## config.mk

```make
export PLATFORM = sky130hd
export DESIGN_NAME = acir_regs
export DESIGN_NICKNAME = d
export VERILOG_FILES = /design/src/acir_pkg.sv /design/src/acir_sel_if.sv /design/src/acir_regs.sv /design/src/acir_sel_decode.sv
export SDC_FILE = /design/constraint.sdc
export NUM_CORES = 1
export LEC_CHECK = 0
export ABC_AREA = 1
export BUFFER_PORTS_ARGS = -buffer_cell sky130_fd_sc_hd__buf_2
export CORE_MARGIN = 4
export CORE_UTILIZATION = 45
export DETAILED_ROUTE_END_ITERATION = 8
export GPL_ROUTABILITY_DRIVEN = 0
export PLACE_DENSITY = 0.74
export SYNTH_ARGS = -nofsm -noshare
export SYNTH_HDL_FRONTEND = slang
export SYNTH_SLANG_ARGS = --single-unit
```

## constraint.sdc

```tcl
create_clock -name REF_CLK_I -period 1.9 [get_ports REF_CLK_I]
set_clock_uncertainty 0.1 [all_clocks]
set_input_delay 0 -clock REF_CLK_I [delete_from_list [all_inputs] [get_ports REF_CLK_I]]
set_output_delay 0 -clock REF_CLK_I [all_outputs]
set_load 0.03 [all_outputs]
```

## src/acir_pkg.sv

```systemverilog
// package: register map, field layout and codes of the comparator
// register bank; assumes a 32-bit APB with word-aligned byte addresses
package acir_pkg;
	localparam logic [7:0]  ADDR_INPUT_SEL = 8'h04;
	localparam logic [7:0]  ADDR_STATUS    = 8'h08;
	localparam logic [7:0]  ADDR_FLAGS     = 8'h0C;
	localparam logic [7:0]  ADDR_FLAG_SET  = 8'h10;
	localparam logic [7:0]  ADDR_FLAG_CLR  = 8'h14;
	localparam logic [7:0]  ADDR_IRQ_EN    = 8'h18;
	localparam logic [31:0] RST_INPUT_SEL  = 32'h0000_0000;
	localparam logic [2:0]  RST_FLAGS      = 3'h0;
	localparam logic [2:0]  RST_IRQ_EN     = 3'h0;
	localparam int          POS_SAMPLED_V  = 24;
	localparam int          POS_B_REF      = 22;
	localparam int          POS_A_SRC_HI   = 21;
	localparam int          POS_A_SRC_LO   = 16;
	localparam int          POS_MINUS_HI   = 15;
	localparam int          POS_MINUS_LO   = 8;
	localparam int          POS_PLUS_HI    = 7;
	localparam int          POS_PLUS_LO    = 0;
	localparam logic [31:0] INPUT_SEL_MASK = 32'h017F_FFFF;
	localparam int          BIT_EDGE       = 0;
	localparam int          BIT_WARMUP     = 1;
	localparam int          BIT_CONFLICT   = 2;
	localparam int          NUM_SRC        = 3;
	localparam logic [7:0]  CODE_Y_DEDIC   = 8'h10;
	localparam logic [7:0]  CODE_SHARED    = 8'h20;
	localparam logic [7:0]  CODE_LAST_BUS  = 8'h9F;
	localparam logic [7:0]  CODE_VLP       = 8'hFB;
	localparam logic [7:0]  CODE_VB_DIV    = 8'hFC;
	localparam logic [7:0]  CODE_VA_DIV    = 8'hFD;
	localparam logic [7:0]  CODE_SUPPLY    = 8'hFE;
	localparam logic [7:0]  CODE_GROUND    = 8'hFF;
	localparam logic [5:0]  A_SRC_SUPPLY   = 6'h00;

	// analog source class chosen by an input select code
	typedef enum logic [2:0] {
		SRC_BUS,
		SRC_SAMPLED,
		SRC_DIV_B,
		SRC_DIV_A,
		SRC_SUPPLY,
		SRC_GROUND,
		SRC_NONE
	} acir_src_t;
endpackage

```

## src/acir_sel_if.sv

```systemverilog
// interface: one decoded input selection, shared by decoder and top
// assumes the top drives the code and reads the decode back
`timescale 1ns/1ns
interface acir_sel_if;
	logic [7:0]         code;
	acir_pkg::acir_src_t src;
	logic [2:0]         bus_idx;
	logic               bus_y;
	logic [4:0]         chan;
	modport ctrl (output code, input src, bus_idx, bus_y, chan);
	modport dec  (input code, output src, bus_idx, bus_y, chan);
endinterface

```

## src/acir_regs.sv

```systemverilog
// comparator register bank: input selection, status, flags, irq
// assumes an APB master on REF_CLK_I and comparator core signals
// synchronous to the same clock
//
// Decided for this implementation: the APB interface to the registers.
`timescale 1ns/1ns

// Notes on behaviour
// [RULE1] sampled voltage: 0 divided A, 1 divided B
// [RULE2] bit 22 B reference; 21:16 A source
// [RULE3] minus code: dedicated, then shared bus pairs
// [RULE4] codes FB..FF pick internal special sources
// [RULE5] plus code uses the same map
// [RULE6] status bit 2 shows live bus conflict
// [RULE7] status bits show result and active, reset 0
// [RULE8] flag 1 set when warm-up ends
// [RULE9] flag 0 set on any result edge
// [RULE10] flag 2 set on bus conflict
// [RULE11] write one to set-alias sets flags
// [RULE12] write one to clear-alias clears flags
// [RULE13] read-clear option: clear-alias read clears flags
// [RULE14] enable register, one bit per source
// [RULE15] interrupt while flag and enable both set
module acir_regs (
	input  wire logic        REF_CLK_I,
	input  wire logic        RST_I,
	input  wire logic        PSEL_I,
	input  wire logic        PENABLE_I,
	input  wire logic        PWRITE_I,
	input  wire logic [7:0]  PADDR_I,
	input  wire logic [31:0] PWDATA_I,
	output logic [31:0]      PRDATA_O,
	output logic             PREADY_O,
	output logic             PSLVERR_O,
	input  wire logic        READ_CLEAR_EN_I,
	input  wire logic        COMPARATOR_RESULT_I,
	input  wire logic        COMPARATOR_ACTIVE_I,
	input  wire logic        WARMUP_DONE_I,
	input  wire logic        BUS_CONFLICT_I,
	output logic             SAMPLED_VOLTAGE_SOURCE_O,
	output logic             B_DIVIDER_REFERENCE_O,
	output logic [5:0]       A_DIVIDER_SOURCE_O,
	output logic             A_SOURCE_IS_SUPPLY_O,
	output logic [7:0]       MINUS_INPUT_SELECT_O,
	output logic [7:0]       PLUS_INPUT_SELECT_O,
	output logic [2:0]       MINUS_SRC_O,
	output logic [2:0]       MINUS_BUS_O,
	output logic             MINUS_BUS_Y_O,
	output logic [4:0]       MINUS_CHAN_O,
	output logic [2:0]       PLUS_SRC_O,
	output logic [2:0]       PLUS_BUS_O,
	output logic             PLUS_BUS_Y_O,
	output logic [4:0]       PLUS_CHAN_O,
	output logic             IRQ_O
);
	logic [31:0] input_sel_r;
	logic [2:0]  status_r;
	logic [2:0]  flags_r;
	logic [2:0]  flags_nxt;
	logic [2:0]  irq_en_r;
	logic        result_d_r;
	logic        warmup_d_r;
	logic        conflict_d_r;
	logic [2:0]  hw_set;
	logic        acc;
	logic        wr;
	logic        rd;
	logic        mapped;
	logic [31:0] rdata;

	acir_sel_if minus_sel ();
	acir_sel_if plus_sel ();

	function automatic logic hit(input logic [7:0] a,
				     input logic [7:0] reg_addr);
		hit = (a == reg_addr);
	endfunction

	assign acc = PSEL_I && PENABLE_I;
	assign wr  = acc && PWRITE_I;
	assign rd  = acc && !PWRITE_I;
	// zero-wait slave: every access completes in its first access cycle
	assign PREADY_O = 1'b1;

	always_comb begin
		mapped = hit(PADDR_I, acir_pkg::ADDR_INPUT_SEL)
			|| hit(PADDR_I, acir_pkg::ADDR_STATUS)
			|| hit(PADDR_I, acir_pkg::ADDR_FLAGS)
			|| hit(PADDR_I, acir_pkg::ADDR_FLAG_SET)
			|| hit(PADDR_I, acir_pkg::ADDR_FLAG_CLR)
			|| hit(PADDR_I, acir_pkg::ADDR_IRQ_EN);
	end

	// unmapped addresses answer with an error instead of silent zero
	assign PSLVERR_O = acc && !mapped;

	always_ff @(posedge REF_CLK_I or posedge RST_I) begin
		if (RST_I) begin
			input_sel_r <= acir_pkg::RST_INPUT_SEL;
		end else if (wr && hit(PADDR_I, acir_pkg::ADDR_INPUT_SEL)) begin
			input_sel_r <= PWDATA_I & acir_pkg::INPUT_SEL_MASK;
		end
	end

	// core inputs are registered so status and edge share one sample
	always_ff @(posedge REF_CLK_I or posedge RST_I) begin
		if (RST_I) begin
			status_r     <= 3'h0;
			result_d_r   <= 1'b0;
			warmup_d_r   <= 1'b0;
			conflict_d_r <= 1'b0;
		end else begin
			status_r[acir_pkg::BIT_CONFLICT] <= BUS_CONFLICT_I; // [RULE6]
			status_r[1] <= COMPARATOR_RESULT_I; // [RULE7]
			status_r[0] <= COMPARATOR_ACTIVE_I; // [RULE7]
			result_d_r   <= status_r[1];
			warmup_d_r   <= WARMUP_DONE_I;
			conflict_d_r <= status_r[acir_pkg::BIT_CONFLICT];
		end
	end

	always_comb begin
		hw_set = 3'h0;
		hw_set[acir_pkg::BIT_EDGE]   = status_r[1] ^ result_d_r; // [RULE9]
		hw_set[acir_pkg::BIT_WARMUP] = WARMUP_DONE_I && !warmup_d_r; // [RULE8]
		// level-to-pulse so a held conflict does not refill a cleared flag
		hw_set[acir_pkg::BIT_CONFLICT] = status_r[acir_pkg::BIT_CONFLICT]
			&& !conflict_d_r; // [RULE10]
	end

	// clears applied first so a same-cycle hardware event wins
	always_comb begin
		flags_nxt = flags_r;
		if (wr && hit(PADDR_I, acir_pkg::ADDR_FLAG_CLR)) begin
			flags_nxt = flags_nxt & ~PWDATA_I[2:0]; // [RULE12]
		end
		if (rd && READ_CLEAR_EN_I
		    && hit(PADDR_I, acir_pkg::ADDR_FLAG_CLR)) begin
			// only what this read returned is cleared
			flags_nxt = flags_nxt & ~PRDATA_O[2:0]; // [RULE13]
		end
		if (wr && hit(PADDR_I, acir_pkg::ADDR_FLAG_SET)) begin
			flags_nxt = flags_nxt | PWDATA_I[2:0]; // [RULE11]
		end
		flags_nxt = flags_nxt | hw_set;
	end

	always_ff @(posedge REF_CLK_I or posedge RST_I) begin
		if (RST_I) begin
			flags_r <= acir_pkg::RST_FLAGS;
		end else begin
			flags_r <= flags_nxt;
		end
	end

	always_ff @(posedge REF_CLK_I or posedge RST_I) begin
		if (RST_I) begin
			irq_en_r <= acir_pkg::RST_IRQ_EN;
		end else if (wr && hit(PADDR_I, acir_pkg::ADDR_IRQ_EN)) begin
			irq_en_r <= PWDATA_I[2:0]; // [RULE14]
		end
	end

	always_ff @(posedge REF_CLK_I or posedge RST_I) begin
		if (RST_I) begin
			IRQ_O <= 1'b0;
		end else if (wr && hit(PADDR_I, acir_pkg::ADDR_IRQ_EN)) begin
			// enable written this edge counts at once, as the flags do
			IRQ_O <= |(flags_nxt & PWDATA_I[2:0]); // [RULE15]
		end else begin
			IRQ_O <= |(flags_nxt & irq_en_r); // [RULE15]
		end
	end

	always_comb begin
		rdata = 32'h0000_0000;
		case (PADDR_I)
			acir_pkg::ADDR_INPUT_SEL: rdata = input_sel_r;
			acir_pkg::ADDR_STATUS:    rdata = {29'h0, status_r};
			acir_pkg::ADDR_FLAGS:     rdata = {29'h0, flags_r};
			acir_pkg::ADDR_FLAG_CLR: begin
				if (READ_CLEAR_EN_I) begin
					rdata = {29'h0, flags_r}; // [RULE13]
				end
			end
			acir_pkg::ADDR_IRQ_EN:    rdata = {29'h0, irq_en_r};
			default:                  rdata = 32'h0000_0000;
		endcase
	end

	// read data registered at setup so it stands through the access
	always_ff @(posedge REF_CLK_I or posedge RST_I) begin
		if (RST_I) begin
			PRDATA_O <= 32'h0000_0000;
		end else if (PSEL_I && !PENABLE_I && !PWRITE_I) begin
			PRDATA_O <= rdata;
		end
	end

	assign SAMPLED_VOLTAGE_SOURCE_O =
		input_sel_r[acir_pkg::POS_SAMPLED_V]; // [RULE1]
	assign B_DIVIDER_REFERENCE_O = input_sel_r[acir_pkg::POS_B_REF]; // [RULE2]
	assign A_DIVIDER_SOURCE_O = input_sel_r[acir_pkg::POS_A_SRC_HI:
					       acir_pkg::POS_A_SRC_LO]; // [RULE2]
	assign A_SOURCE_IS_SUPPLY_O = (A_DIVIDER_SOURCE_O
				       == acir_pkg::A_SRC_SUPPLY); // [RULE2]
	assign MINUS_INPUT_SELECT_O = input_sel_r[acir_pkg::POS_MINUS_HI:
						  acir_pkg::POS_MINUS_LO];
	assign PLUS_INPUT_SELECT_O = input_sel_r[acir_pkg::POS_PLUS_HI:
						 acir_pkg::POS_PLUS_LO];

	assign minus_sel.code = MINUS_INPUT_SELECT_O; // [RULE3]
	assign plus_sel.code  = PLUS_INPUT_SELECT_O; // [RULE5]

	acir_sel_decode u_minus_dec (
		.sel (minus_sel.dec)
	);

	acir_sel_decode u_plus_dec (
		.sel (plus_sel.dec)
	);

	assign MINUS_SRC_O   = minus_sel.src;
	assign MINUS_BUS_O   = minus_sel.bus_idx;
	assign MINUS_BUS_Y_O = minus_sel.bus_y;
	assign MINUS_CHAN_O  = minus_sel.chan;
	assign PLUS_SRC_O    = plus_sel.src;
	assign PLUS_BUS_O    = plus_sel.bus_idx;
	assign PLUS_BUS_Y_O  = plus_sel.bus_y;
	assign PLUS_CHAN_O   = plus_sel.chan;

	AST_EDGE_FLAG: assert property (@(posedge REF_CLK_I) // [RULE9]
		disable iff (RST_I)
		(status_r[1] != result_d_r) |=> flags_r[acir_pkg::BIT_EDGE])
		else $error("edge did not set flag 0");
	AST_WARMUP_FLAG: assert property (@(posedge REF_CLK_I) // [RULE8]
		disable iff (RST_I)
		$rose(WARMUP_DONE_I) |=> flags_r[acir_pkg::BIT_WARMUP])
		else $error("warm-up end did not set flag 1");
	AST_CONFLICT_FLAG: assert property (@(posedge REF_CLK_I) // [RULE10]
		disable iff (RST_I)
		$rose(BUS_CONFLICT_I)
		|=> ##1 flags_r[acir_pkg::BIT_CONFLICT])
		else $error("conflict did not set flag 2");
	AST_STATUS_CONFLICT: assert property (@(posedge REF_CLK_I) // [RULE6]
		disable iff (RST_I)
		##1 status_r[acir_pkg::BIT_CONFLICT] == $past(BUS_CONFLICT_I))
		else $error("status conflict bit wrong");
	AST_STATUS_RESULT: assert property (@(posedge REF_CLK_I) // [RULE7]
		disable iff (RST_I)
		##1 (status_r[1:0] == $past({COMPARATOR_RESULT_I,
					     COMPARATOR_ACTIVE_I})))
		else $error("status result or active bit wrong");
	AST_SET_ALIAS: assert property (@(posedge REF_CLK_I) // [RULE11]
		disable iff (RST_I)
		(wr && PADDR_I == acir_pkg::ADDR_FLAG_SET)
		|=> ((flags_r & $past(PWDATA_I[2:0]))
		     == $past(PWDATA_I[2:0])))
		else $error("set alias failed");
	AST_CLR_ALIAS: assert property (@(posedge REF_CLK_I) // [RULE12]
		disable iff (RST_I)
		(wr && PADDR_I == acir_pkg::ADDR_FLAG_CLR && hw_set == 3'h0)
		|=> ((flags_r & $past(PWDATA_I[2:0])) == 3'h0))
		else $error("clear alias failed");
	AST_READ_CLEAR: assert property (@(posedge REF_CLK_I) // [RULE13]
		disable iff (RST_I)
		(rd && READ_CLEAR_EN_I && PADDR_I == acir_pkg::ADDR_FLAG_CLR
		 && hw_set == 3'h0)
		|-> PRDATA_O[2:0] == $past(flags_r)
		##1 (flags_r & $past(PRDATA_O[2:0])) == 3'h0)
		else $error("read clear failed");
	AST_IRQ_EN_WRITE: assert property (@(posedge REF_CLK_I) // [RULE14]
		disable iff (RST_I)
		(wr && PADDR_I == acir_pkg::ADDR_IRQ_EN)
		|=> irq_en_r == $past(PWDATA_I[2:0]))
		else $error("enable register not written");
	AST_IRQ_LEVEL: assert property (@(posedge REF_CLK_I) // [RULE15]
		disable iff (RST_I)
		IRQ_O == |(flags_r & irq_en_r))
		else $error("interrupt level wrong");
	AST_SAMPLED_SEL: assert property (@(posedge REF_CLK_I) // [RULE1]
		disable iff (RST_I)
		(wr && PADDR_I == acir_pkg::ADDR_INPUT_SEL)
		|=> SAMPLED_VOLTAGE_SOURCE_O == $past(PWDATA_I[24]))
		else $error("sampled source select wrong");
	AST_SET_READ_ZERO: assert property (@(posedge REF_CLK_I) // [RULE11]
		disable iff (RST_I)
		(rd && PADDR_I == acir_pkg::ADDR_FLAG_SET)
		|-> PRDATA_O == 32'h0000_0000)
		else $error("set alias read not zero");
	AST_DEDIC_Y: assert property (@(posedge REF_CLK_I) // [RULE3]
		disable iff (RST_I)
		(MINUS_INPUT_SELECT_O[7:4] == 4'h1)
		|-> (MINUS_BUS_Y_O && MINUS_BUS_O == 3'h0
		     && MINUS_CHAN_O == {1'b0, MINUS_INPUT_SELECT_O[3:0]}))
		else $error("dedicated Y channel decode wrong");

	COV_EDGE_IRQ: cover property (@(posedge REF_CLK_I) disable iff (RST_I)
		hw_set[acir_pkg::BIT_EDGE] && irq_en_r[acir_pkg::BIT_EDGE]
		##1 IRQ_O);
	COV_READ_CLEAR: cover property (@(posedge REF_CLK_I) disable iff (RST_I)
		rd && READ_CLEAR_EN_I && PADDR_I == acir_pkg::ADDR_FLAG_CLR
		&& flags_r != 3'h0);
	COV_SET_CLR_RACE: cover property (@(posedge REF_CLK_I)
		disable iff (RST_I)
		wr && PADDR_I == acir_pkg::ADDR_FLAG_CLR && hw_set != 3'h0);
	COV_SHARED_BUS: cover property (@(posedge REF_CLK_I) disable iff (RST_I)
		minus_sel.src == acir_pkg::SRC_BUS && minus_sel.bus_idx == 3'h4);
endmodule

```

## src/acir_sel_decode.sv

```systemverilog
// input select decoder: code to bus pair, axis and channel
// assumes the code is steady register state; purely combinational
`timescale 1ns/1ns
module acir_sel_decode (
	acir_sel_if.dec sel
);
	always_comb begin
		sel.src     = acir_pkg::SRC_NONE;
		sel.bus_idx = 3'h0;
		sel.bus_y   = 1'b0;
		sel.chan    = 5'h00;
		if (sel.code < acir_pkg::CODE_Y_DEDIC) begin // [RULE3] [RULE5]
			sel.src  = acir_pkg::SRC_BUS;
			sel.chan = {1'b0, sel.code[3:0]};
		end else if (sel.code < acir_pkg::CODE_SHARED) begin // [RULE3]
			sel.src   = acir_pkg::SRC_BUS;
			sel.bus_y = 1'b1;
			sel.chan  = {1'b0, sel.code[3:0]};
		end else if (sel.code <= acir_pkg::CODE_LAST_BUS) begin // [RULE3]
			sel.src     = acir_pkg::SRC_BUS;
			sel.bus_idx = sel.code[7:5];
			sel.chan    = sel.code[4:0];
			// buses 1 and 3 put X on even channels, 2 and 4 put Y there
			sel.bus_y   = sel.code[0] ^ ~sel.code[5];
		end else begin
			case (sel.code) // [RULE4]
				acir_pkg::CODE_VLP:    sel.src = acir_pkg::SRC_SAMPLED;
				acir_pkg::CODE_VB_DIV: sel.src = acir_pkg::SRC_DIV_B;
				acir_pkg::CODE_VA_DIV: sel.src = acir_pkg::SRC_DIV_A;
				acir_pkg::CODE_SUPPLY: sel.src = acir_pkg::SRC_SUPPLY;
				acir_pkg::CODE_GROUND: sel.src = acir_pkg::SRC_GROUND;
				default:               sel.src = acir_pkg::SRC_NONE;
			endcase
		end
	end
endmodule

```

* Word level (Yosys, flattened, before mapping)
Index checks and enable logic that the tools add are counted.
** Operators by class
- Add/sub/neg operators :: 0
- Multiply operators :: 0
- Div/mod/pow operators :: 0
- $lt $le $gt $ge :: 6
- Equal/unequal tests :: 16
- Shift operators :: 0
- Mux-type cells :: 32
- Bitwise gates (word level) :: 13
- Reduce and logical (&&, ||, !) cells :: 27
** Operators with widths (number)
- case mux 25 bit (5 select lines) :: 1
- equality test 8 bit (second input constant) :: 10
- 2-to-1 mux 3 bit :: 16
- 2-to-1 mux 5 bit :: 6
- case mux 3 bit (5 select lines) :: 2
- equality test 8 x 5 -> 1 bit (second input constant) :: 3
- equality test 8 x 4 -> 1 bit (second input constant) :: 2
- less-or-equal comparator 8 bit (second input constant) :: 2
- < comparator 8 x 5 -> 1 bit (second input constant) :: 2
- < comparator 8 x 6 -> 1 bit (second input constant) :: 2
- logical AND 1 bit :: 14
- AND 3 bit :: 4
- equality test 8 x 3 -> 1 bit (second input constant) :: 1
- 2-to-1 mux 1 bit :: 7
- zero test 6 bit :: 1
- inverter 3 bit :: 2
- OR 3 bit :: 2
- OR reduction 3 bit :: 2
- zero test 1 bit :: 5
- logical OR 1 bit :: 5
- XOR 1 bit :: 3
- inverter 1 bit :: 2
** Storage, ports and cells
- Register bits after elaboration :: 69
- Latch bits :: 0
- Bits in writable memories :: 0
- Memory bits (read-only) :: 0
- Bits of input ports :: 50
- Output and inout port bits :: 84
- Logic and storage cells :: 103
- Memories :: 0

* Logic depth before layout (Yosys ltp)
Gate-level depths: netlist of the first run.
- Depth in word-level cells :: 12
- Depth in mapped cells :: 10
- Depth with buffers taken out :: 10

* Cells and area by module
A second synthesis of the first run with hierarchy kept.
** Second synthesis, totals
- Cells, all modules :: 390
- Area, all modules :: 3221.8 µm²
** Modules (own cells, without submodules)
- acir_regs :: instances 1, cells an instance 302, area each 2808.9 µm²
- acir_sel_decode :: instances 2, cells an instance 44, area each 206.4 µm²

* Worst setup path after synthesis of the first run
No wires, ideal clock.
- Kind :: reg-to-output
- Start :: reg input_sel_r[5]
- End :: out PLUS_SRC_O[2]
- Data arrival time :: 1.654 ns
- Required time :: 1.800 ns
- Setup slack :: 0.146 ns
- Cell stages (with the launch flop) :: 7
- Path through :: dfrtp_1 inv_2 nor3_1 nand3_1 nor2_1 nand2_1 a21oi_1
** On the way
- Word-level cells in the longest chain between the ends :: 5
** Ends and longest elaborated chain
- start, declared :: line acir_regs.sv:56 : logic [31:0] input_sel_r;
- start signal, assigned :: line acir_regs.sv:99 : input_sel_r <= acir_pkg::RST_INPUT_SEL;
- start signal, assigned :: line acir_regs.sv:101 : input_sel_r <= PWDATA_I & acir_pkg::INPUT_SEL_MASK;
- branches (longest 4 deep; another with less-or-equal comparator 8 bit)
- 2-to-1 mux 3 bit (*) :: line acir_sel_decode.sv:12 : if (sel.code < acir_pkg::CODE_Y_DEDIC) begin
- end, declared :: line acir_regs.sv:50 : output logic [2:0] PLUS_SRC_O,
Mark *: on every way between the ends.

* Final worst setup path of the first run
- Start :: reg input_sel_r[6]
- End :: out PLUS_SRC_O[2]
The elaborated chain is that of the path after synthesis.

==> results of run 1 <==
-- flip-flops by register name, summed over array words and instances (netlist names) --
register,flops
PRDATA_O,24
flags_r,3
input_sel_r,24
warmup_d_r,1
conflict_d_r,1
result_d_r,1
irq_en_r,3
status_r,3
IRQ_O,1
-- cell usage after synthesis, types with 3 or more instances --
library cell / n / area, sq um
nand2_2: 3 / 18.77
buf_4: 9 / 67.56
inv_2: 7 / 26.28
nand4_1: 15 / 93.84
buf_6: 4 / 45.04
nor2_2: 8 / 50.05
nor2_4: 12 / 135.1
a21oi_1: 4 / 20.02
dfrtp_1: 61 / 1526
buf_2: 4 / 20.02
nor2_1: 28 / 105.1
o21ai_1: 11 / 55.05
inv_1: 48 / 180.2
mux2_4: 3 / 45.04
a21oi_2: 18 / 157.7
xnor2_1: 3 / 26.28
nand2_1: 88 / 330.3
nand3_1: 12 / 60.06
o31ai_1: 18 / 135.1
-- final cells by class --
type / instances / area (sq um) / share of cell area
flip-flops and latches: 61 / 1528 / 0.3413
multi-input cells: 247 / 1445 / 0.3228
repair buffers: 153 / 965.9 / 0.2158
inverters: 55 / 206.4 / 0.04612
clock buffers: 13 / 168.9 / 0.03773
well taps: 96 / 120.1 / 0.02683
clock inverters: 3 / 42.54 / 0.009503
-- path summary, 6_finish.rpt --
check,from,end,slack [ps],cells past startpoint
worst max-delay path,input_sel_r[6]$_DFFE_PP0P_,PLUS_SRC_O[2],190,7
worst min-delay path,PADDR_I[2],irq_en_r[2]$_DFFE_PP0P_,40,4
worst max register to register,flags_r[2]$_DFF_PP0_,IRQ_O$_DFF_PP0_,770,8
worst min register to register,status_r[2]$_DFF_PP0_,conflict_d_r$_DFF_PP0_,310,0
max in group asynchronous,RST_I,IRQ_O$_DFF_PP0_,1240,4
min in group asynchronous,RST_I,input_sel_r[5]$_DFFE_PP0P_,170,4
-- power by group through the flow --
| stage | sequential (mW) | clock (mW) | combinational (mW) |
|---|---|---|---|
| 2_1_floorplan | 1.37 | 0 | 0.174 |
| 3_3_place_gp | 1.35 | 0 | 0.289 |
| 3_5_place_dp | 1.36 | 0 | 0.293 |
| 4_1_cts | 1.33 | 1.22 | 0.345 |
| 5_1_grt | 1.33 | 1.28 | 0.379 |
| 6_report | 1.33 | 1.20 | 0.346 |
-- worst max-delay path: cells and delay by family, from the launching register on --
family                 cells  cell delay, ps
AND/OR/NAND/NOR            4             480
flip-flops                 1             400
buffers and inverters      2             260
AO/OA/AOI/OAI              1             140
-- stage by stage --
stage	utilization	total power, mW	std cells
3_3_place_gp	0.5647	1.643	579
2_1_floorplan	-	1.548	382
4_1_cts	0.6413	2.899	627
5_1_grt	0.6447	2.995	628
3_5_place_dp	0.5647	1.649	579
6_report	0.6447	2.877	628
-- metal layers --
| metal | vias to the layer above | routed length [um] | track usage |
|---|---|---|---|
| met3 | 15 | 649 | 0.04988 |
| met5 | - | 0 | 0 |
| met1 | 1407 | 3661 | 0.2707 |
| li1 | 1488 | - | - |
| met2 | 119 | 4228 | 0.3311 |
| met4 | 0 | 119 | 0.07326 |
-- what timing repair did --
| item | 4_1_cts | 5_1_grt |
|---|---|---|
| endpoints found under the hold margin | 100 | 0 |
| resized for setup | 0 | 6 |
| hold buffers | 32 | 0 |
| endpoints found under the setup margin | 0 | 7 |
| buffers inserted | 0 | 1 |
-- cells by family (layout without fill, tap and decap cells) --
group	count (synthesis)	count (layout)	synth area share
DFF	61	61	0.4655
other	2	9	0.002290
AOI/OAI and AO/OA	53	53	0.1160
and+or+nand+nor	179	179	0.2888
muxes	3	3	0.01373
buffers and inverters	74	224	0.1057
xor gates and xnor gates	3	3	0.008014
==> impl_summary.md, run 1 <==
STA
The worst path needs 1711 ps of the cycle, external delays included. The worst path meets setup with 188.8 ps of slack. The worst hold slack is 44.76 ps. Setup repair after global routing left no endpoint under its margin.

Dividing the final minimum period by the clock period gives 0.9006. The number of max-slew violations in the final report is 0. After routing, the total negative slack on setup checks comes to 0 ps. Measured against its own limit, the worst slew margin works out to 0.5523. Setup violations remaining at the end of the flow were counted as 0. The final hold violation count came to 0.

At the pin with the least slew margin, the transition time is 670.5 ps. Timing would allow up to 0.5844 GHz.

Critical path
The critical path's slowest cell is dfrtp_1. The worst setup path is launched from a flip-flop. Data on the critical path arrives at its endpoint at between 1500 and 2000 ps.

For this run, the slowest stage of the critical path takes 400 ps. The kind of capture point of the worst setup path is a primary output. The kind of critical path is flip-flop to primary output. The required time at the worst-slack endpoint is 1800 ps. Walking the worst path, the cells encountered are inv_2, nor3_1, nand3_1, nor2_1, nand2_1, a21oi_1, buf_4. Of all nets on the critical path, the largest fanout is 4.

Pwr
Of the total power, combinational logic draws 0.120. The analysis attributes to cell leakage a power of 2.450 nW. Power spread over the standard cell area amounts to roughly 640 nW/um^2.

The largest voltage drop on the vdd net is 0.0004081 V. The clock network power share is 0.417. The portion of total power attributed to sequential cells is 0.463. The internal power summed over all cells is around 2.2 mW. Of the total power, the share spent switching nets is 0.2505.

For this design the total switching power over the nets is 0.7208 mW.

Global routing
The via count of the first global-routing pass is ~3,000. The first global-routing pass estimated 14.30 mm of wire. Summed over all layers, the global routing overflow is 0. The combined global-route utilization of all metal layers is 0.2060.

The number of antenna violations at the first check in global routing is 0. Entering global routing, the biggest net connects 62 pins.

Floorplan
Measured along the y axis, the die boundary spans 93.37 um. The placeable core region is 6944 sq um. The horizontal extent of the die is 93.37 um. The number of top-level pins is around 130. The initial utilization of the core area, before any placement, comes to 0.4723. The overall die area is 8717 sq um. The initialized floorplan defines 30 standard-cell rows.

Clock network
For the worst-skew pair, the clock arrives at the later sink with an insertion delay of 330 ps. The buffer depth of the longest clock path is 2. The H-tree was split into 3 levels. Counting the buffers created by CTS gives 9. The root buffer cell chosen for the clock tree is clkbuf_8. CTS saw 61 sinks.

TritonCTS built the clock tree. The CTS clock-pin slew for the worst setup and hold paths is 70 ps.

Synthesis
The netlist uses 32 different library cells. The flop and latch count out of synthesis is 61. For this run, the number of Yosys warnings is 0. Of the synthesized area, sequential elements account for 0.4655. The cell count after synthesis is 375. Of all flip-flops after synthesis, the portion carrying an async set or reset was 1.000. The mean cell area of the mapped netlist is around 9 sq um. Summing every instance area after synthesis gives 3279 sq um. In the synthesized netlist the dominant register cell turns out to be dfrtp_1.

The synthesized design contains 0 enable-type register cells.

Placed design
Detailed placement ended at an HPWL of slightly above 6 mm. The instance area at placement is 3921 sq um. The number of port buffers is between 100 and 150.

The post-placement worst setup slack is 391.5 ps.

Final layout
The most common cell after layout, fill and taps aside is buf_2. Of the cells placed in the final design, the portion with a size suffix greater than 1 is 0.3722. The post-synthesis to final-layout area growth is 36.51%. The net count of the finished layout is 577. The final instance area is 4477 sq um. The total of fill cells in the finished design is roughly 580. 0 antenna diodes ended up in the layout. In the layout the commonest cells are 115 x buf_2, 88 x nand2_1, 60 x dfrtp_1.

Drt
The routed wirelength normalized by instance count is 13.79 um. The number of iterations in the first detailed-routing pass is 4. The first routing iteration left 136 violations. The detail route stage leaves a number of antenna-violating nets equal to 0. The routed layout has 3,029 vias. In the routed layout, each cell is associated on average with a via count of 4.823. For this run, design rule violations remaining after detail routing come to 0. The overall routed net length is 8.658 mm.

Outcome
The flow ran to the end, and the final reports show no timing, DRC or antenna violations.

Worst hold path
The path type of the worst min-delay path is input port to flip-flop.

Flow run
The total of max-cap violations is 0.
No activity file was read; power rests on OpenSTA's default activity.
==> run 2: changes to the inputs <==
--- a/config.mk
+++ b/config.mk
@@ -9,2 +9,3 @@
 export BUFFER_PORTS_ARGS = -buffer_cell sky130_fd_sc_hd__buf_2
+export CAP_MARGIN = 20
 export CORE_MARGIN = 4
==> constraint.sdc (replaced) <==
create_clock -name REF_CLK_I -period 1.9 [get_ports REF_CLK_I]
set_clock_uncertainty 0.1 [all_clocks]
set_input_delay 0.095 -clock REF_CLK_I [delete_from_list [all_inputs] [get_ports REF_CLK_I]]
set_output_delay 0.095 -clock REF_CLK_I [all_outputs]
set_load 0.03 [all_outputs]
==> impl_summary.md, run 2 (synthesized netlist as in run 1, its figures left out) <==
Outcome
The flow ran to the end, and the final reports show no timing, DRC or antenna violations.

Pwr
The net switching power figure is 0.7333 mW. The power share of the combinational group is 0.125. IR analysis of the VDD net gives a maximum drop of 0.0004697 V.

The switching part of the total is 0.2602. The ratio of total power to cell area is 617.7 nW/um^2. The total power of the final layout is 2.818 mW. The clock network power share is 0.402. The portion of total power attributed to sequential cells is 0.473. The leakage power total is ~2.5 nW. Internal power comes to 2.085 mW.

Clock network
Clock-pin slew was measured on the worst setup and hold paths at 60 ps. The master cell of the clock root buffer is clkbuf_8. TritonCTS built the clock tree.

The CTS buffer count is 9. The CTS sink count is 61. The clock tree synthesis step divided the H-tree into 3 levels. The clock insertion delay at the later pin of the skew report is 340 ps.

The buffer depth of the longest clock path is 2.

Drt
The post-route DRC violation count is 0. The number of DRC violations after detailed-routing iteration 0 is 172. The routed wirelength normalized by instance count is 14.09 um. The per-cell via count in the routed design is 4.846. The number of iterations in the first detailed-routing pass is 4. The routed layout has 3,087 vias.

The detail route stage leaves a number of antenna-violating nets equal to 0. The overall routed net length is between 8 and 9 mm.

Global routing
The global-route congestion overflow total is 0. In the global route stage, met3 resource usage came out at 0.04747. The number of antenna violations at the first check in global routing is 0. The combined global-route utilization of all metal layers is 0.2036. In the global route stage, met2 resource usage came out at 0.3276. The first global-routing pass estimated 14.02 mm of wire. The via count of the first global-routing pass was 2,957. The routing layer with the top usage in global route is met2. Entering global routing, the biggest net connects 44 pins. In the global route stage, met1 resource usage came out at 0.2636.

Worst hold path
The path type of the worst min-delay path is input port to flip-flop. Counting instances, the worst hold path has a depth of 4.

Critical path
The depth of the most critical reg-to-reg path is 8. The worst register-to-register path ends at IRQ_O$_DFF_PP0_. The critical path runs through a total of 7 cells. The maximum single-stage delay on the critical path is 430 ps. The kind of launch point of the worst setup path is a flip-flop. Counting both buffers and inverters, the worst setup path holds a total of 2. The worst setup path is captured at a primary output. The start point of the critical path is input_sel_r[6]$_DFFE_PP0P_.

STA puts the critical path data arrival time at 1680 ps. The maximum fanout count along the critical path is 4. At the worst endpoint, the required time is 1700 ps. The kind of cell with the highest combined delay along the critical path is simple AND/OR/NAND/NOR gates. Walking the worst path, the cells encountered are inv_4, nor3_4, nand3_2, nor2_4, nand2_2, a21oi_2, buf_6. The critical path's slowest cell is dfrtp_2. The beginning of the worst register-to-register path is flags_r[2]$_DFF_PP0_. The most critical setup path has its endpoint at PLUS_SRC_O[2]. The kind of critical path is flip-flop to primary output. Across all register-to-register paths, the minimum setup slack is about 780 ps.

STA
The final hold violation count is 0. Dividing the final minimum period by the clock period gives 0.9858. Setup violations remaining at the end of the flow were counted as 0. The minimum clock period after layout is approximately 1900 ps. The final worst setup slack is 26.97 ps. The number of max-slew violations in the final report is 0. The headroom to the max-slew limit is 0.5623. Setup repair after global routing could not meet its margin everywhere. The setup TNS is 0 ps.

The achievable clock frequency is 0.5339 GHz. At the pin with the least slew margin, the transition time is 655.5 ps.

Final layout
The largest registers in the layout are PRDATA_O x24, input_sel_r x24. The layout cell share with drive strength beyond 1 is 0.4030. In the final design database the tool counted approximately 590 nets.

The library cell used most frequently in the layout, excluding fill and tap cells, is buf_2. The post-synthesis to final-layout area growth is 39.11%. The library cells used most frequently in the layout, excluding fill and tap cells, are 113 x buf_2, 87 x nand2_1, 59 x dfrtp_1. The number of standard cells in the final layout excluding fillers is 637. The number of antenna repair diodes is 0. Measured on the finished design, the core utilization comes to 0.6569.

Placed design
Input and output buffers added on the ports amount to approximately 120. The number of placed instances with taps included is 580. The sum of net half-perimeters after detailed placement is 6.214 mm. The post-placement worst setup slack is 275.6 ps.

Floorplan
The horizontal extent of the die is 93.37 um. The initial utilization of the core area, before any placement, comes to 0.4723. The die covers 8717 sq um.

The number of top-level pins is approximately 130. The floorplan step defined a core boundary enclosing 6944 sq um. The height of the die is between 90 and 100 um.

The floorplan has 30 rows.

Flow run
The tool flagged a number of max-cap violations equal to 0.
-- run 2: per-stage QoR --
stage | hold slack [ps] | instance area (sq um)
after detailed placement | 100.8 | 3904
after floorplan | 26.43 | 3306
after global routing | 12.22 | 4562
final | 22.47 | 4562
after global placement | 87.48 | 3904
after CTS | 4.967 | 4417
-- run 2: worst min path at each step --
stage	startpoint	endpoint	slack (ps)
finish	PWRITE_I	PRDATA_O[19]$_DFFE_PP0P_	20
global route	PWRITE_I	PRDATA_O[19]$_DFFE_PP0P_	10
CTS	PWRITE_I	PRDATA_O[19]$_DFFE_PP0P_	5
detailed placement	RST_I	IRQ_O$_DFF_PP0_	100
global placement	RST_I	IRQ_O$_DFF_PP0_	90
floorplan	COMPARATOR_ACTIVE_I	status_r[0]$_DFF_PP0_	30
-- run 2: power by group through the flow --
stage	sequential, mW	combinational [mW]	clock (mW)
2_1_floorplan	1.37	0.174	0
3_3_place_gp	1.36	0.286	0
3_5_place_dp	1.36	0.291	0
4_1_cts	1.33	0.341	1.16
5_1_grt	1.33	0.383	1.22
6_report	1.33	0.352	1.13
-- run 2: cell type report --
cell class | count | area [sq um]
fill | 578 | 2382
inverter | 55 | 211.5
clock inverter | 4 | 47.55
sequential | 61 | 1529
timing repair buffer | 162 | 1015
clock buffer | 12 | 145.1
tap | 96 | 120.1
multi-input combinational | 247 | 1494
-- run 2: layer usage --
| metal | routed length, um | vias up |
|---|---|---|
| li1 | - | 1510 |
| met1 | 3880 | 1454 |
| met2 | 4373 | 108 |
| met3 | 554 | 15 |
| met4 | 166 | 0 |
| met5 | 0 | - |
-- run 2: what timing repair did --
action                     CTS  global route
resized for setup            4            21
pin swaps                    0             3
setup endpoints to repair   11             8
hold buffers                31             0
setup buffers                0            10
hold endpoints to repair    93             0
-- run 2: tightest hold or removal path: stages --
cell	delay (ps)
buf_2	130
nor3_4	70
nand2_1	60
o21ai_1	60
==> run 3: changes to the inputs <==
- REMOVE_ABC_BUFFERS: default -> 1
==> impl_summary.md, run 3 (synthesized netlist as in run 1, its figures left out) <==
Outcome
The flow ran to the end, and the final reports show no timing, DRC or antenna violations.

STA
The number of max-slew violations in the final report is 0. The final hold violation count is 0. Setup violations remaining at the end of the flow were counted as 0.

The final worst setup slack is 56.20 ps. The headroom to the max-slew limit is 0.5408. The share of the clock period used by the worst path is 0.9704. Derived from the worst setup path, the maximum achievable clock frequency is 0.5424 GHz.

Setup repair after global routing could not meet its margin everywhere. The transition time at the pin with the least slew margin is 687.8 ps. For the final routed database, the setup TNS stands at 0 ps.

The minimum clock period after layout is 1844 ps.

Drt
The first TritonRoute pass finished after 4 iterations. The per-cell via count in the routed design is 4.834. Detailed routing inserted a total of 3,036 vias. The post-route DRC violation count is 0. The first routing iteration left 153 violations. The routed wirelength normalized by instance count is ~14 um. For this block, the routed nets add up to approximately 8.5 mm of wire.

In this run the remaining antenna-violating nets after routing total 0.

Global routing
The maximum number of pins on one net before global-route repair is 62. The number of antenna violations at the first check in global routing is 0. The total overflow left after global routing is 0. The combined global-route utilization of all metal layers is 0.2039.

The first global-routing pass estimated 14.26 mm of wire. The via count of the first global-routing pass is just over 3,000.

Flow run
The total of max-cap violations is 0.

Floorplan
The die covers 8717 sq um. The height of the die is 93.37 um. For this configuration, the core starts out at a cell density of 0.4723.

In this run the horizontal extent of the chip is about 93 um. The floorplan has 30 rows. 134 I/O pins were placed.

After floorplanning, the core was sized to cover 6944 sq um.

Placed design
After detailed placement, the total cell area comes to 3916 sq um. In this run, placement finished with an instance count of 580. The post-placement worst setup slack is 276.1 ps. The sum of net half-perimeters after detailed placement is 5.926 mm.

During placement, the flow inserted port buffers numbering 116.

Pwr
The worst-case IR drop observed on VDD is 0.0003907 V. The net switching power figure is 0.7113 mW. For this design the ratio of total power to cell area is 596.7 nW/um^2. Summed over all cells, the static leakage comes to 2.431 nW.

Internal power comes to about 1.9 mW. Of the total power, combinational logic draws 0.130. The clock network power share is 0.367.

The total power of the final layout is 2.646 mW. Of the total power, the share spent switching nets is 0.2688. The share of total power dissipated in sequential elements is 0.503.

Final layout
In the layout the commonest cells are 114 x buf_2, 88 x nand2_1, 59 x dfrtp_1. The net count of the finished layout is between 500 and 600. Leaving out fill and tap cells, the most frequent cell in the layout is buf_2.

The layout cell share with drive strength beyond 1 is 0.3872. Compared with the post-synthesis result, the final layout area differs by 35.22%. The number of antenna repair diodes is 0.

In the final layout, the registers with the most flip-flops are PRDATA_O x24, input_sel_r x24. The final instance area is 4434 sq um. The number of standard cells in the final layout excluding fillers is 628.

Critical path
The critical path arrival is 1650 ps. The maximum fanout count along the critical path is 4. The most repeated library cell on the critical path is nor2_1.

The kind of launch point of the worst setup path is a flip-flop. The kind of critical path is flip-flop to primary output. The largest individual stage delay along the critical path comes from the cell dfrtp_2. The number of buffers and inverters on the critical path is 2.

The depth of the most critical reg-to-reg path is 8. Traced cell by cell, the critical path runs through inv_2, nor3_1, nand3_1, nor2_1, nor2_1, nor2_1, buf_2. The maximum single-stage delay on the critical path is about 370 ps. The total stage count of the critical path is 7. For the worst setup path, the data required time is 1700 ps. The worst setup path is captured at a primary output. Grouping stages by cell kind, the critical path spends the most delay in simple AND/OR/NAND/NOR gates.

Worst hold path
Counting instances, the worst hold path has a depth of 4. The path type of the worst min-delay path is input port to flip-flop.

Clock network
The CTS buffer count is 9. Clock latency on the worst-skew pair, taken at its later pin, is 330 ps. The count of H-tree levels built during CTS is 3. After clock tree synthesis, the clock-pin slew on the worst setup and hold paths is around 70 ps. Clock tree synthesis found a total of 61 sinks.

The master cell of the clock root buffer is clkbuf_8. No sink is reached through more buffers than the 2 on the longest clock path. The clock tree from TritonCTS is built.
==> run 3: what timing repair did <==
item / CTS / global route
resized for setup: 4 / 7
endpoints found under the hold margin: 95 / 0
buffers inserted: 2 / 1
hold buffers: 30 / 0
setup endpoints to repair: 6 / 12
==> run 3: power by group through the flow <==
stage	logic (mW)	registers, mW	clock network (mW)
floorplan	0.157	1.37	0
CTS	0.342	1.33	1.00
finish	0.344	1.33	0.970
global placement	0.287	1.35	0
global route	0.379	1.33	1.06
detailed placement	0.292	1.36	0
==> run 3: final cells by class <==
cell class	count	area, sq um
inverters	55	206.4
well taps	96	120.1
clock inverters	5	27.53
clock buffers	10	137.6
repair buffers	154	958.4
flip-flops and latches	61	1529
multi-input cells	247	1455
fillers	578	2510
==> run 3: per-stage QoR <==
stage | hold WS, ps | utilization
after CTS | 0.7658 | 0.6341
after global routing | 19.90 | 0.6386
after floorplan | 26.43 | -
after detailed placement | 84.21 | 0.5640
after global placement | 78.69 | 0.5640
final | 12.87 | 0.6386
==> run 3: worst register-to-register path: cells and delay by family (launching register included) <==
kind	cells	cell delay [ps]
buffers and inverters	1	60
DFF	1	400
and+or+nand+nor	7	460
==> run 3: path summary, 6_finish.rpt <==
kind | from | to | slack, ps
min in group asynchronous | RST_I | PRDATA_O[13]$_DFFE_PP0P_ | 290
max in group asynchronous | RST_I | input_sel_r[5]$_DFFE_PP0P_ | 1140
setup reg to reg | flags_r[2]$_DFF_PP0_ | IRQ_O$_DFF_PP0_ | 780
hold / removal | PWRITE_I | PRDATA_O[1]$_DFFE_PP0P_ | 10
hold reg to reg | status_r[1]$_DFF_PP0_ | result_d_r$_DFF_PP0_ | 340
setup / recovery | input_sel_r[5]$_DFFE_PP0P_ | PLUS_SRC_O[0] | 60
==> run 3: per-layer routing <==
layer  GRT usage  up-vias  part of all wire
met4     0.08059        0             0.019
met2      0.3377      102              0.49
li1            -     1493                 -
met3     0.05551       16             0.066
met1      0.2521     1425              0.42
met5           0        -                 0
